===== src/pwr_mode_pkg.sv =====
package pwr_mode_pkg;

  // ==========================================================
  // Register indices (byte address is four times the index)
  localparam logic [7:0] PCTL_IDX    = 8'h87;
  localparam logic [7:0] P1WAKE_IDX  = 8'h91;
  localparam logic [7:0] SYSMODE_IDX = 8'hce;
  localparam logic [7:0] STATUS_IDX  = 8'h40;
  localparam logic [7:0] CLKCFG_IDX  = 8'h41;
  localparam logic [7:0] IRQEN_IDX   = 8'h42;

  // ==========================================================
  // Field positions
  localparam int IDLE_BIT      = 0;
  localparam int STOP_BIT      = 1;
  localparam int KEEP_SLOW_BIT = 0;
  localparam int CRYSTAL_BIT   = 0;
  localparam int ADC_SLOW_BIT  = 1;
  localparam int TMR0_SLOW_BIT = 2;
  localparam int GIE_BIT       = 7;
  localparam int P0_FLAG_BIT   = 4;
  localparam int P1_FLAG_BIT   = 5;
  localparam int IRQ_FLAG_BIT  = 6;
  localparam int ADC_SRC       = 0;
  localparam int TMR0_SRC      = 1;
  localparam int NUM_SRC       = 7;

  // ==========================================================
  // Reset values
  localparam logic [3:0] PCTL_RST    = 4'h8;
  localparam logic [7:0] P1WAKE_RST  = 8'h00;
  localparam logic [1:0] SYSMODE_RST = 2'h0;
  localparam logic [2:0] CLKCFG_RST  = 3'h0;
  localparam logic [7:0] IRQEN_RST   = 8'h00;

  // ==========================================================
  // Oscillator warm-up counts, in oscillator cycles
  localparam logic [11:0] WARM_XTAL_CYC = 12'h800;
  localparam logic [11:0] WARM_RC_CYC   = 12'h040;
  localparam logic [11:0] WARM_SLOW_CYC = 12'h004;

  // Mode codes shown in the status register
  localparam logic [2:0] MODE_NORMAL = 3'h0;
  localparam logic [2:0] MODE_IDLE   = 3'h1;
  localparam logic [2:0] MODE_STOP   = 3'h2;
  localparam logic [2:0] MODE_WARM   = 3'h3;

  typedef enum logic [2:0] {
    ST_NORMAL,
    ST_IDLE,
    ST_STOP,
    ST_WARM_FAST,
    ST_WARM_SLOW
  } pwr_state_e;

  // Clock and gate controls sent to the rest of the chip
  typedef struct packed {
    logic cpu_run;         // CPU instruction clock enable
    logic periph_run;      // Fast-clocked peripherals and interrupt logic
    logic slow_periph_run; // ADC/timer 0 kept alive on slow clock
    logic xtal_osc_en;     // External fast oscillator enable
    logic fast_rc_en;      // Internal fast RC oscillator enable
    logic slow_rc_en;      // Internal slow RC oscillator enable
  } clk_ctrl_s;

endpackage


===== src/power_mode_wakeup_controller.sv =====
// Our own choice: register access over APB.
`timescale 1ns/10ps

// What this block does
// - Stop bit enters stop, halts CPU, oscillators
// - Leaving stop clears stop bit in hardware
// - Idle bit enters idle, only CPU halts
// - Leaving idle clears idle bit in hardware
// - Stop halts crystal, fast RC, slow RC unless keep-slow set
// - Stop keeps all registers and state intact
// - Stop disables peripherals except slow ADC/timer0
// - Slow-clocked enabled ADC/timer0 interrupt exits stop
// - Any port 0 change always wakes
// - Port 1 pin wakes only when enabled
// - Both rising and falling edges wake
// - Idle keeps system clock and peripherals running
// - Idle wakes on enabled interrupt with global enable
// - Wake event sets matching interrupt request flag
// - Crystal wake waits 2048 fast plus 4 slow
// - RC wake waits 64 fast plus 4 slow
// - Every wake returns to normal mode
// - After reset start in normal mode
// - Idle bit 0, stop bit 1, reset zero
// - Keep-slow bit chooses slow clock in stop
module power_mode_wakeup_controller
  import pwr_mode_pkg::*;
(
  input  wire logic             pclk,            // APB clock, 200 MHz
  input  wire logic             presetn,         // Async reset, active low
  input  wire logic             psel,            // APB select
  input  wire logic             penable,         // APB enable
  input  wire logic             pwrite,          // APB write
  input  wire logic [11:0]      paddr,           // APB byte address
  input  wire logic [31:0]      pwdata,          // APB write data
  output logic      [31:0]      prdata,          // APB read data
  output logic                  pready,          // APB ready
  output logic                  pslverr,         // APB error on unmapped
  input  wire logic [7:0]       port0_pin,       // Port 0 pin levels
  input  wire logic [7:0]       port1_pin,       // Port 1 pin levels
  input  wire logic             fast_osc_clk,    // Selected fast oscillator
  input  wire logic             slow_osc_clk,    // Slow oscillator
  input  wire logic [NUM_SRC-1:0] irq_req,       // Peripheral request flags
  output clk_ctrl_s             clk_ctrl,        // Clock and gate controls
  output logic                  port0_wake_irq,  // Port 0 wake request pulse
  output logic                  port1_wake_irq   // Port 1 wake request pulse
);

  // ==========================================================
  // Registers and state
  pwr_state_e       state_q;
  logic [3:0]       pctl_q;
  logic [7:0]       p1wake_q;
  logic [1:0]       sysmode_q;
  logic [2:0]       clkcfg_q;
  logic [7:0]       irqen_q;
  logic [2:0]       flags_q;
  logic [11:0]      warm_cnt_q;

  // Synchroniser stages, pins then oscillators
  logic [17:0]      sync1_q;
  logic [17:0]      sync2_q;
  logic [17:0]      sync3_q;
  logic [17:0]      stable_q;

  // Bus response and output flops
  logic [31:0]      prdata_q;
  logic             pready_q;
  logic             pslverr_q;
  clk_ctrl_s        clk_ctrl_q;
  logic             p0_irq_q;
  logic             p1_irq_q;

  // Decoded events, all combinational
  logic [17:0]      agree;
  logic [17:0]      change;
  logic             p0_wake;
  logic             p1_wake;
  logic             pin_wake;
  logic             idle_irq_wake;
  logic             stop_irq_wake;
  logic             fast_tick;
  logic             slow_tick;

  // Register access decode
  logic             wr_en;
  logic [9:0]       acc_idx;
  logic             mapped;
  logic             idle_exit;
  logic             stop_exit;
  logic [31:0]      rd_mux;

  // ==========================================================
  // Pin synchronisers
  // Three stages; only stages two and three are compared, so a
  // metastable first stage never reaches the change detector.
  // Oscillator inputs are just as asynchronous as the pins.
  always_ff @(posedge pclk or negedge presetn) begin
    if (!presetn) begin
      sync1_q <= '0;
      sync2_q <= '0;
      sync3_q <= '0;
    end else begin
      sync1_q <= {slow_osc_clk, fast_osc_clk, port1_pin, port0_pin};
      sync2_q <= sync1_q;
      sync3_q <= sync2_q;
    end
  end

  // Stable level follows only once two stages agree
  always_ff @(posedge pclk or negedge presetn) begin
    if (!presetn) begin
      stable_q <= '0;
    end else begin
      stable_q <= (agree & sync3_q) | (~agree & stable_q);
    end
  end

  // Either direction of change counts as a wake edge
  assign agree     = ~(sync2_q ^ sync3_q);
  assign change    = agree & (sync3_q ^ stable_q);
  assign p0_wake   = |change[7:0];
  assign p1_wake   = |(change[15:8] & p1wake_q);
  assign pin_wake  = p0_wake | p1_wake;
  assign fast_tick = change[16] & sync3_q[16];
  assign slow_tick = change[17] & sync3_q[17];

  // ==========================================================
  // Interrupt wake sources
  // Idle needs the global enable; stop uses per-source enables.
  assign idle_irq_wake = irqen_q[GIE_BIT] & |(irq_req & irqen_q[NUM_SRC-1:0]);
  // Only slow-clocked ADC or timer 0 can run while stopped
  assign stop_irq_wake = sysmode_q[KEEP_SLOW_BIT] &
                         ((clkcfg_q[ADC_SLOW_BIT] & irq_req[ADC_SRC] & irqen_q[ADC_SRC]) |
                          (clkcfg_q[TMR0_SLOW_BIT] & irq_req[TMR0_SRC] & irqen_q[TMR0_SRC]));

  assign idle_exit = (state_q == ST_IDLE) & (pin_wake | idle_irq_wake);
  assign stop_exit = (state_q == ST_STOP) & (pin_wake | stop_irq_wake);

  // ==========================================================
  // Mode sequencer
  // Warm-up counts oscillator edges seen through the synchroniser,
  // so the fast oscillator must stay at or below a quarter of pclk.
  // Slow edges seen before the fast count ends are not counted.
  always_ff @(posedge pclk or negedge presetn) begin
    if (!presetn) begin
      state_q    <= ST_NORMAL;
      warm_cnt_q <= '0;
    end else begin
      case (state_q)
        ST_NORMAL: begin
          warm_cnt_q <= '0;
          if (pctl_q[STOP_BIT]) begin
            state_q <= ST_STOP;
          end else if (pctl_q[IDLE_BIT]) begin
            state_q <= ST_IDLE;
          end
        end
        ST_IDLE: begin
          if (idle_exit) begin
            state_q <= ST_NORMAL;
          end
        end
        ST_STOP: begin
          warm_cnt_q <= '0;
          if (stop_exit) begin
            state_q <= ST_WARM_FAST;
          end
        end
        ST_WARM_FAST: begin
          if (fast_tick) begin
            if (warm_cnt_q == (clkcfg_q[CRYSTAL_BIT] ? WARM_XTAL_CYC : WARM_RC_CYC) - 12'h001) begin
              warm_cnt_q <= '0;
              state_q    <= ST_WARM_SLOW;
            end else begin
              warm_cnt_q <= warm_cnt_q + 12'h001;
            end
          end
        end
        ST_WARM_SLOW: begin
          if (slow_tick) begin
            if (warm_cnt_q == WARM_SLOW_CYC - 12'h001) begin
              warm_cnt_q <= '0;
              state_q    <= ST_NORMAL;
            end else begin
              warm_cnt_q <= warm_cnt_q + 12'h001;
            end
          end
        end
        // Unused state codes fall back to normal mode
        default: begin
          state_q    <= ST_NORMAL;
          warm_cnt_q <= '0;
        end
      endcase
    end
  end

  // ==========================================================
  // Clock and gate controls
  // Registers keep their contents in stop; only clocks are gated.
  // Each mode sets every gate, so no stale value survives a change.
  always_ff @(posedge pclk or negedge presetn) begin
    if (!presetn) begin
      clk_ctrl_q <= '{cpu_run: 1'b1, periph_run: 1'b1, slow_periph_run: 1'b1,
                      xtal_osc_en: 1'b0, fast_rc_en: 1'b1, slow_rc_en: 1'b1};
    end else begin
      case (state_q)
        ST_NORMAL: begin
          clk_ctrl_q.cpu_run         <= ~(pctl_q[STOP_BIT] | pctl_q[IDLE_BIT]);
          clk_ctrl_q.periph_run      <= ~pctl_q[STOP_BIT];
          clk_ctrl_q.slow_periph_run <= ~pctl_q[STOP_BIT] | sysmode_q[KEEP_SLOW_BIT];
          clk_ctrl_q.xtal_osc_en     <= clkcfg_q[CRYSTAL_BIT] & ~pctl_q[STOP_BIT];
          clk_ctrl_q.fast_rc_en      <= ~clkcfg_q[CRYSTAL_BIT] & ~pctl_q[STOP_BIT];
          clk_ctrl_q.slow_rc_en      <= ~pctl_q[STOP_BIT] | sysmode_q[KEEP_SLOW_BIT];
        end
        ST_IDLE: begin
          clk_ctrl_q.cpu_run         <= idle_exit;
          clk_ctrl_q.periph_run      <= 1'b1;
          clk_ctrl_q.slow_periph_run <= 1'b1;
          clk_ctrl_q.xtal_osc_en     <= clkcfg_q[CRYSTAL_BIT];
          clk_ctrl_q.fast_rc_en      <= ~clkcfg_q[CRYSTAL_BIT];
          clk_ctrl_q.slow_rc_en      <= 1'b1;
        end
        ST_STOP: begin
          // Fast oscillator restarts as soon as a wake is seen
          clk_ctrl_q.cpu_run         <= 1'b0;
          clk_ctrl_q.periph_run      <= 1'b0;
          clk_ctrl_q.slow_periph_run <= sysmode_q[KEEP_SLOW_BIT];
          clk_ctrl_q.xtal_osc_en     <= clkcfg_q[CRYSTAL_BIT] & stop_exit;
          clk_ctrl_q.fast_rc_en      <= ~clkcfg_q[CRYSTAL_BIT] & stop_exit;
          clk_ctrl_q.slow_rc_en      <= sysmode_q[KEEP_SLOW_BIT] | stop_exit;
        end
        ST_WARM_FAST, ST_WARM_SLOW: begin
          clk_ctrl_q.cpu_run         <= (state_q == ST_WARM_SLOW) & slow_tick &
                                        (warm_cnt_q == WARM_SLOW_CYC - 12'h001);
          clk_ctrl_q.periph_run      <= (state_q == ST_WARM_SLOW) & slow_tick &
                                        (warm_cnt_q == WARM_SLOW_CYC - 12'h001);
          clk_ctrl_q.slow_periph_run <= 1'b1;
          clk_ctrl_q.xtal_osc_en     <= clkcfg_q[CRYSTAL_BIT];
          clk_ctrl_q.fast_rc_en      <= ~clkcfg_q[CRYSTAL_BIT];
          clk_ctrl_q.slow_rc_en      <= 1'b1;
        end
        default: begin
          clk_ctrl_q <= '{cpu_run: 1'b1, periph_run: 1'b1, slow_periph_run: 1'b1,
                          xtal_osc_en: 1'b0, fast_rc_en: 1'b1, slow_rc_en: 1'b1};
        end
      endcase
    end
  end

  // ==========================================================
  // Wake request pulses to the interrupt flags
  // One cycle only; the status flags keep the cause
  always_ff @(posedge pclk or negedge presetn) begin
    if (!presetn) begin
      p0_irq_q <= 1'b0;
      p1_irq_q <= 1'b0;
    end else begin
      p0_irq_q <= (idle_exit | stop_exit) & p0_wake;
      p1_irq_q <= (idle_exit | stop_exit) & p1_wake;
    end
  end

  // ==========================================================
  // APB decode
  assign acc_idx = paddr[11:2];
  assign wr_en   = psel & penable & pready_q & pwrite & mapped;
  assign mapped  = (acc_idx == {2'b00, PCTL_IDX}) | (acc_idx == {2'b00, P1WAKE_IDX}) |
                   (acc_idx == {2'b00, SYSMODE_IDX}) | (acc_idx == {2'b00, STATUS_IDX}) |
                   (acc_idx == {2'b00, CLKCFG_IDX}) | (acc_idx == {2'b00, IRQEN_IDX});

  // Read mux; unused bits read as zero
  always_comb begin
    rd_mux = '0;
    if (acc_idx == {2'b00, PCTL_IDX}) begin
      rd_mux[3:0] = pctl_q;
    end else if (acc_idx == {2'b00, P1WAKE_IDX}) begin
      rd_mux[7:0] = p1wake_q;
    end else if (acc_idx == {2'b00, SYSMODE_IDX}) begin
      rd_mux[1:0] = sysmode_q;
    end else if (acc_idx == {2'b00, STATUS_IDX}) begin
      rd_mux[6:4] = flags_q;
      case (state_q)
        ST_NORMAL: rd_mux[2:0] = MODE_NORMAL;
        ST_IDLE:   rd_mux[2:0] = MODE_IDLE;
        ST_STOP:   rd_mux[2:0] = MODE_STOP;
        default:   rd_mux[2:0] = MODE_WARM;
      endcase
    end else if (acc_idx == {2'b00, CLKCFG_IDX}) begin
      rd_mux[2:0] = clkcfg_q;
    end else if (acc_idx == {2'b00, IRQEN_IDX}) begin
      rd_mux[7:0] = irqen_q;
    end
  end

  // One wait-free access cycle; data captured in setup
  // The error bit rides with ready so both are seen together
  always_ff @(posedge pclk or negedge presetn) begin
    if (!presetn) begin
      pready_q  <= 1'b0;
      pslverr_q <= 1'b0;
      prdata_q  <= '0;
    end else begin
      pready_q  <= psel & ~penable;
      pslverr_q <= psel & ~penable & ~mapped;
      prdata_q  <= (psel & ~penable & ~pwrite) ? rd_mux : 32'h0000_0000;
    end
  end

  // ==========================================================
  // Power control: hardware clear on wake beats a software write
  // A write landing in the wake cycle is lost; software rereads
  always_ff @(posedge pclk or negedge presetn) begin
    if (!presetn) begin
      pctl_q <= PCTL_RST;
    end else if (idle_exit) begin
      pctl_q[IDLE_BIT] <= 1'b0;
    end else if (stop_exit) begin
      pctl_q[STOP_BIT] <= 1'b0;
      pctl_q[IDLE_BIT] <= 1'b0;
    end else if (wr_en & (acc_idx == {2'b00, PCTL_IDX})) begin
      pctl_q <= pwdata[3:0];
    end
  end

  // Plain configuration registers; contents survive every mode
  always_ff @(posedge pclk or negedge presetn) begin
    if (!presetn) begin
      p1wake_q  <= P1WAKE_RST;
      sysmode_q <= SYSMODE_RST;
      clkcfg_q  <= CLKCFG_RST;
      irqen_q   <= IRQEN_RST;
    end else if (wr_en) begin
      if (acc_idx == {2'b00, P1WAKE_IDX}) begin
        p1wake_q <= pwdata[7:0];
      end
      // Takes effect before a later stop write, as software must order it
      if (acc_idx == {2'b00, SYSMODE_IDX}) begin
        sysmode_q <= pwdata[1:0];
      end
      if (acc_idx == {2'b00, CLKCFG_IDX}) begin
        clkcfg_q <= pwdata[2:0];
      end
      if (acc_idx == {2'b00, IRQEN_IDX}) begin
        irqen_q <= pwdata[7:0];
      end
    end
  end

  // Sticky wake cause flags, write one to clear; a new cause wins
  // A zero in the written word leaves that flag alone
  always_ff @(posedge pclk or negedge presetn) begin
    if (!presetn) begin
      flags_q <= '0;
    end else begin
      flags_q <= ({stop_exit & stop_irq_wake | idle_exit & idle_irq_wake,
                   (idle_exit | stop_exit) & p1_wake,
                   (idle_exit | stop_exit) & p0_wake}) |
                 (flags_q & ~((wr_en & (acc_idx == {2'b00, STATUS_IDX})) ?
                              pwdata[IRQ_FLAG_BIT:P0_FLAG_BIT] : 3'h0));
    end
  end

  // Every output is driven straight from a flop
  assign prdata         = prdata_q;
  assign pready         = pready_q;
  assign pslverr        = pslverr_q;
  assign clk_ctrl       = clk_ctrl_q;
  assign port0_wake_irq = p0_irq_q;
  assign port1_wake_irq = p1_irq_q;

endmodule


===== config.mk =====
export PLATFORM = sky130hd
export DESIGN_NAME = power_mode_wakeup_controller
export DESIGN_NICKNAME = d
export VERILOG_FILES = /design/src/pwr_mode_pkg.sv /design/src/power_mode_wakeup_controller.sv
export SDC_FILE = /design/constraint.sdc
export NUM_CORES = 1
export LEC_CHECK = 0
export BUFFER_PORTS_ARGS = -buffer_cell sky130_fd_sc_hd__clkbuf_2
export CAP_MARGIN = 25
export CELL_PAD_IN_SITES_DETAIL_PLACEMENT = 0
export CELL_PAD_IN_SITES_GLOBAL_PLACEMENT = 1
export CORE_MARGIN = 3
export CORE_UTILIZATION = 35
export DETAILED_ROUTE_END_ITERATION = 10
export GPL_ROUTABILITY_DRIVEN = 0
export HOLD_SLACK_MARGIN = 0.02
export PLACE_DENSITY = 0.71
export SYNTH_ARGS = -nofsm -noshare
export SYNTH_HDL_FRONTEND = slang
export SYNTH_SLANG_ARGS = --single-unit

===== constraint.sdc =====
create_clock -name pclk -period 5.1 [get_ports pclk]
set_input_delay 1.02 -clock pclk [delete_from_list [all_inputs] [get_ports pclk]]
set_output_delay 1.02 -clock pclk [all_outputs]
set_load 0.02 [all_outputs]

==> flow_metrics.py, run 1 <==
metrics = {
    "critical_path": {
        "r2r_setup_slack_ns": 2.51,
        "slowest_delay_ns": 0.46,
        "worstPathMaxFanout": 10,
        "reg2reg_to": "warm_cnt_q[9]",
        "crit_path_start_kind": "input pin",
        "r2r-start": "warm_cnt_q[0]",
        "crit_buf_inv": 1,
        "worst_path_max_delay_cell": "or3_1",
        "rr_worst_depth": 8,
        "path_cells": "clkbuf_2, or3_1, or3_1, nor2_4, and3_1, mux2_2",
        "crit_family": "simple AND/OR/NAND/NOR gates",
        "cp_common_cell": "or3_1",
        "cp-end-kind": "register",
        "worst_ep_required_time_ns": 5.39,
        "crit_arrival_ns": 3.04,
        "setup.worst_path.class": "in2reg",
    },
    "hold_path": {
        "hold_end": "sync2_q[11]",
        "whs_path_depth": 0,
        "min_path_type": "reg2reg",
        "hp-start": "sync1_q[11]",
    },
    "place": {
        "placed_cell_area_um2": 5990,
        "io_buffers": 65,
        "dp_hpwl_mm": 8.19,
    },
    "clocking": {
        "clkTransAtPathRegs_ns": 0.05,
        "cts_buffer_depth": 2,
        "cts_setup_buffers": 0,
        "cts-buffers-inserted": 17,
        "hold_buffers": 0,
        "h-tree-depth": 4,
        "insertion_delay_ns": 0.41,
        "clockRootBuffer": "clkbuf_16",
        "cts_tree": "yes",
        "cts_resized": 0,
        "cts.sinks": 133,
    },
    "sta": {
        "setup_violations": 0,
        "fin_tns_setup_ns": 0,
        "slew_headroom": 0.437,
        "tightestPinTransition_ns": 0.844,
        "final_max_slew_viol_count": 0,
        "final_hold_viol_count": 0,
        "fmax_mhz": 364,
        "rsz0062_at_grt": "no",
        "fin_crit_sh": 0.539,
        "clock_skew_ns": 0.00517,
        "period_minus_slack_ns": 2.75,
    },
    "yosys": {
        "yosysUniqueCellTypes": 61,
        "synth_ff_type": "dfrtp_1",
        "synth_top_area_share": 0.575,
        "syn_area_um2": 5530,
        "ys_seq_area_frac": 0.603,
        "yosysWarnings": 0,
        "synth_top_area_cell": "dfrtp_1",
        "synth_edf_count": 0,
        "avgSynthCellArea_um2": 11.7,
        "yosys-top-cells-area": "dfrtp_1, mux2_2, buf_4",
        "syn_inst": 472,
        "ys_seq_elements": 133,
        "async_flop_share": 1.00,
    },
    "cells_and_area": {
        "fill_cells": 1487,
        "n_antenna_cell": 0,
        "drive_gt1_frac": 0.240,
        "design_area_um2": 6520,
        "area_growth_syn_to_layout_pct": 17.9,
        "final_nets": 622,
    },
    "power_and_ir_drop": {
        "power_mw": 2.49,
        "p_per_area_nw_per_um2": 381,
        "vdd_drop_max_v": 0.000204,
        "leakagePower_nw": 2.90,
    },
    "global_routing": {
        "grt_pass1_wl_mm": 19.2,
        "grt.total_usage": 0.137,
        "grt-ovfl-total": 0,
        "first_global_vias": 3815,
        "antenna_found_initial": 0,
        "grt_start_max_net_pins": 65,
    },
    "routing": {
        "wl_per_cell_um": 14.8,
        "drc_errors": 0,
        "dr.pass1.iters": 4,
        "routed_wl_mm": 11.4,
        "vias": 3735,
        "via_per_inst": 4.86,
        "antenna_left": 0,
        "first_iter_violations": 259,
    },
    "status": {
        "outcome": "finished, final reports clean",
    },
    "floorplan": {
        "start_util": 0.361,
        "die_y_um": 132,
        "die_x_um": 132,
        "core_region_area_um2": 15300,
        "dieArea_um2": 17300,
        "io_pins": 116,
        "num_rows": 45,
    },
    "run": {
        "drv_cap": 0,
    },
}
## area by class of cell
type	instances	area (um2)	area share
clock inverter	9	81.3	0.0125
sequential	133	3340	0.512
multi-input combinational	319	2010	0.308
tap	211	264	0.0405
timing repair buffer	68	350	0.0537
clock buffer	21	450	0.0691
inverter	8	30.0	0.00460
## cells in the mapped netlist (3+ instances only)
cell type,number
buf_2,3
and2_1,3
and3_1,8
a21oi_1,12
nand2b_1,17
o31ai_1,5
a32oi_1,3
nand3_1,8
dfrtp_1,127
nand3b_1,6
or3_1,4
nand2_1,48
a211oi_1,4
maj3_1,18
inv_1,8
a21o_1,3
nor2_1,28
dfstp_2,6
o21ai_0,27
nand4_1,5
clkbuf_1,5
a31oi_1,5
nor3_1,6
buf_4,26
a22oi_1,9
mux2_2,23
nor4_1,3
o22ai_1,8
## metal layers
metal  share of wire  GRT usage  up-vias
met1            0.50      0.196     1844
li1                -          -     1788
met5               0          0        -
met4           0.010     0.0391        0
met2            0.45      0.198       95
met3           0.043     0.0452        8
## logic make-up after synthesis
logic type / count (synthesis) / share of synthesized area
other: 1 / 0.000678
buffers and inverters: 43 / 0.0489
muxes: 25 / 0.0505
and+or+nand+nor: 156 / 0.149
xor gates and xnor gates: 1 / 0.00158
adders and majority gates: 19 / 0.0348
DFF: 133 / 0.603
AOI/OAI and AO/OA: 94 / 0.112
## where the power goes
group / switching (mW) / total, mW / internal (mW) / leakage (nW)
sequential: 0.0403 / 1.15 / 1.11 / 1.64
clock: 0.425 / 1.10 / 0.674 / 0.255
combinational: 0.158 / 0.240 / 0.0826 / 1.00
## stage by stage
stage / hold slack [ns] / util / instances / setup slack (ns)
2_1_floorplan: 0.331 / - / 495 / 2.35
3_3_place_gp: 0.334 / 0.391 / 739 / 1.96
3_5_place_dp: 0.335 / 0.391 / 739 / 1.94
4_1_cts: 0.347 / 0.426 / 769 / 2.37
5_1_grt: 0.355 / 0.426 / 769 / 2.25
6_report: 0.345 / 0.426 / 769 / 2.35
## placed cells by master, fill, tap and decap left out, drive strengths merged, types with 3 or more instances in the layout
cell type / n
nor4: 3
maj3: 18
a22oi: 9
or3: 4
a31oi: 5
mux2: 23
inv: 9
clkbuf: 85
o21ai: 28
dfstp: 6
and2: 4
conb: 24
a21o: 3
dfrtp: 127
and3: 8
nand4: 5
nand2: 48
nand3: 8
clkinvlp: 3
buf: 4
nand3b: 6
o22ai: 8
a21oi: 12
clkinv: 4
nand2b: 17
nor3: 7
nor2: 30
o31ai: 6
a32oi: 3
a211oi: 4
## worst register-to-register path: cells and delay by family (launching register included)
family | cells | cell delay (ns)
AO/OA/AOI/OAI | 4 | 1.23
AND/OR/NAND/NOR | 3 | 0.70
flip-flops | 1 | 0.38
adder cells (fa/ha/maj) | 1 | 0.19
## how the worst max path moves through the flow
stage               startpoint         end  slack (ns)  cells past startpoint
global placement     paddr[11]  irqen_q[3]        1.96                      6
CTS                  paddr[11]  irqen_q[5]        2.37                      6
global route         paddr[11]  irqen_q[6]        2.25                      6
floorplan            paddr[11]  irqen_q[0]        2.35                      7
detailed placement   paddr[11]  irqen_q[5]        1.94                      6
finish               paddr[11]  irqen_q[5]        2.35                      6
Power figures use the tool's default switching activity.
==> run 2: changes to the inputs <==
==> constraint.sdc (replaced) <==
create_clock -name pclk -period 2.8 [get_ports pclk]
set_input_delay 0.56 -clock pclk [delete_from_list [all_inputs] [get_ports pclk]]
set_output_delay 0.56 -clock pclk [all_outputs]
set_load 0.02 [all_outputs]
==> flow_metrics.py, run 2 (synthesis results as in run 1) <==
metrics = {
    "global_routing": {
        "first_global_vias": 3827,
        "grt-ovfl-total": 0,
        "grt_pass1_wl_mm": 19.3,
        "antenna_found_initial": 0,
        "grt.total_usage": 0.139,
        "grt_start_max_net_pins": 67,
    },
    "routing": {
        "routed_wl_mm": 11.4,
        "first_iter_violations": 301,
        "wl_per_cell_um": 14.7,
        "dr.pass1.iters": 4,
        "vias": 3793,
        "antenna_left": 0,
        "drc_errors": 0,
        "via_per_inst": 4.88,
    },
    "critical_path": {
        "r2r-start": "sync3_q[14]",
        "setup.worst_path.class": "reg2reg",
        "worstPathMaxFanout": 5,
        "crit_path_start_kind": "register",
        "crit_path_start": "sync3_q[14]",
        "worst_ep_required_time_ns": 3.10,
        "crit_arrival_ns": 2.63,
        "cp-end-kind": "register",
    },
    "cells_and_area": {
        "post-route-util": 0.431,
        "n_antenna_cell": 0,
        "final_common_cell": "dfrtp_1",
        "final_nets": 628,
        "fill_cells": 1446,
        "drive_gt1_frac": 0.254,
        "area_growth_syn_to_layout_pct": 19.4,
        "final_cell_mix": "dfrtp_1, clkbuf_2, nand2_1",
        "design_area_um2": 6600,
    },
    "hold_path": {
        "min_path_type": "in2async",
    },
    "sta": {
        "fmax_mhz": 429,
        "setup_violations": 0,
        "tightestPinTransition_ns": 0.546,
        "period_minus_slack_ns": 2.33,
        "hold_slack_ns": 0.124,
        "rsz0062_at_grt": "no",
        "fin_tns_setup_ns": 0,
        "slew_headroom": 0.633,
        "final_hold_viol_count": 0,
        "clock_skew_ns": 0.0124,
        "fin_crit_sh": 0.833,
        "final_max_slew_viol_count": 0,
    },
    "place": {
        "dp_hpwl_mm": 8.28,
        "placed_cell_area_um2": 6050,
        "io_buffers": 65,
    },
    "clocking": {
        "hold_buffers": 0,
        "cts_buffer_depth": 2,
        "clockRootBuffer": "clkbuf_16",
        "h-tree-depth": 4,
        "cts_resized": 0,
        "clkTransAtPathRegs_ns": 0.06,
        "insertion_delay_ns": 0.42,
        "cts_setup_buffers": 0,
        "cts-buffers-inserted": 17,
        "cts.sinks": 133,
        "cts_tree": "yes",
    },
    "power_and_ir_drop": {
        "combPwrFrac": 0.095,
        "internal_power_mw": 3.41,
        "pwr-share-clk": 0.448,
        "pwr-share-seq": 0.457,
        "vdd_drop_max_v": 0.000387,
        "p_per_area_nw_per_um2": 694,
        "leakagePower_nw": 2.95,
        "swShare": 0.256,
        "p_switching_mw": 1.17,
    },
    "floorplan": {
        "start_util": 0.361,
        "dieArea_um2": 17300,
        "core_region_area_um2": 15300,
        "num_rows": 45,
        "die_y_um": 132,
        "io_pins": 116,
        "die_x_um": 132,
    },
    "run": {
        "drv_cap": 0,
    },
    "status": {
        "outcome": "finished, final reports clean",
    },
}
run 2: changes by cell type in the layout (fill, tap and decap cells not counted):
cell        before  now
clkinv_4         0    4
clkinv_2         4    6
clkinvlp_4       3    2
buf_4            4    9
buf_12           0    1
clkbuf_1         3    1
inv_6            1    0
run 2: layout make-up:
type / count / area (um2) / area share
sequential: 133 / 3340 / 0.505
multi-input combinational: 319 / 2010 / 0.304
clock buffer: 19 / 443 / 0.0671
timing repair buffer: 74 / 408 / 0.0618
tap: 211 / 264 / 0.0400
clock inverter: 13 / 110 / 0.0167
inverter: 8 / 30.0 / 0.00455
run 2: final timing paths:
kind | endpoint | slack [ns] | cells after the start
setup / recovery | pctl_q[2] | 0.47 | 6
hold / removal | prdata[2] | 0.12 | 1
setup reg to reg | pctl_q[2] | 0.47 | 6
hold reg to reg | sync2_q[5] | 0.35 | 0
max in group asynchronous | clk_ctrl[5] | 1.89 | 2
min in group pclk | sync1_q[12] | 0.24 | 1
run 2: power by group through the flow:
stage | logic [mW] | clock network [mW] | registers [mW]
after CTS | 0.443 | 2.11 | 2.09
after floorplan | 0.308 | 0 | 2.11
after global routing | 0.495 | 2.19 | 2.11
after global placement | 0.432 | 0 | 2.12
after detailed placement | 0.439 | 0 | 2.13
final | 0.436 | 2.05 | 2.09
run 2: per-stage QoR:
step	cells	power (mW)	setup WS (ns)
2_1_floorplan	495	2.42	0.511
3_3_place_gp	745	2.55	0.265
3_5_place_dp	745	2.56	0.231
4_1_cts	777	4.64	0.448
5_1_grt	777	4.79	0.321
6_report	777	4.58	0.468
run 2: routing by layer:
layer,wire (um),GRT usage,vias up
li1,-,-,1811
met1,5590,0.196,1866
met2,5130,0.203,105
met3,615,0.0402,11
met4,108,0.0502,0
met5,0,0,-
run 2: worst max-delay path, cell delays in order (launching register included):
cell       delay [ns]
dfrtp_1          0.39
and4b_1          0.20
a311oi_1         0.30
nand4_1          0.29
nor3_2           0.41
o2111ai_1        0.28
mux2_2           0.34
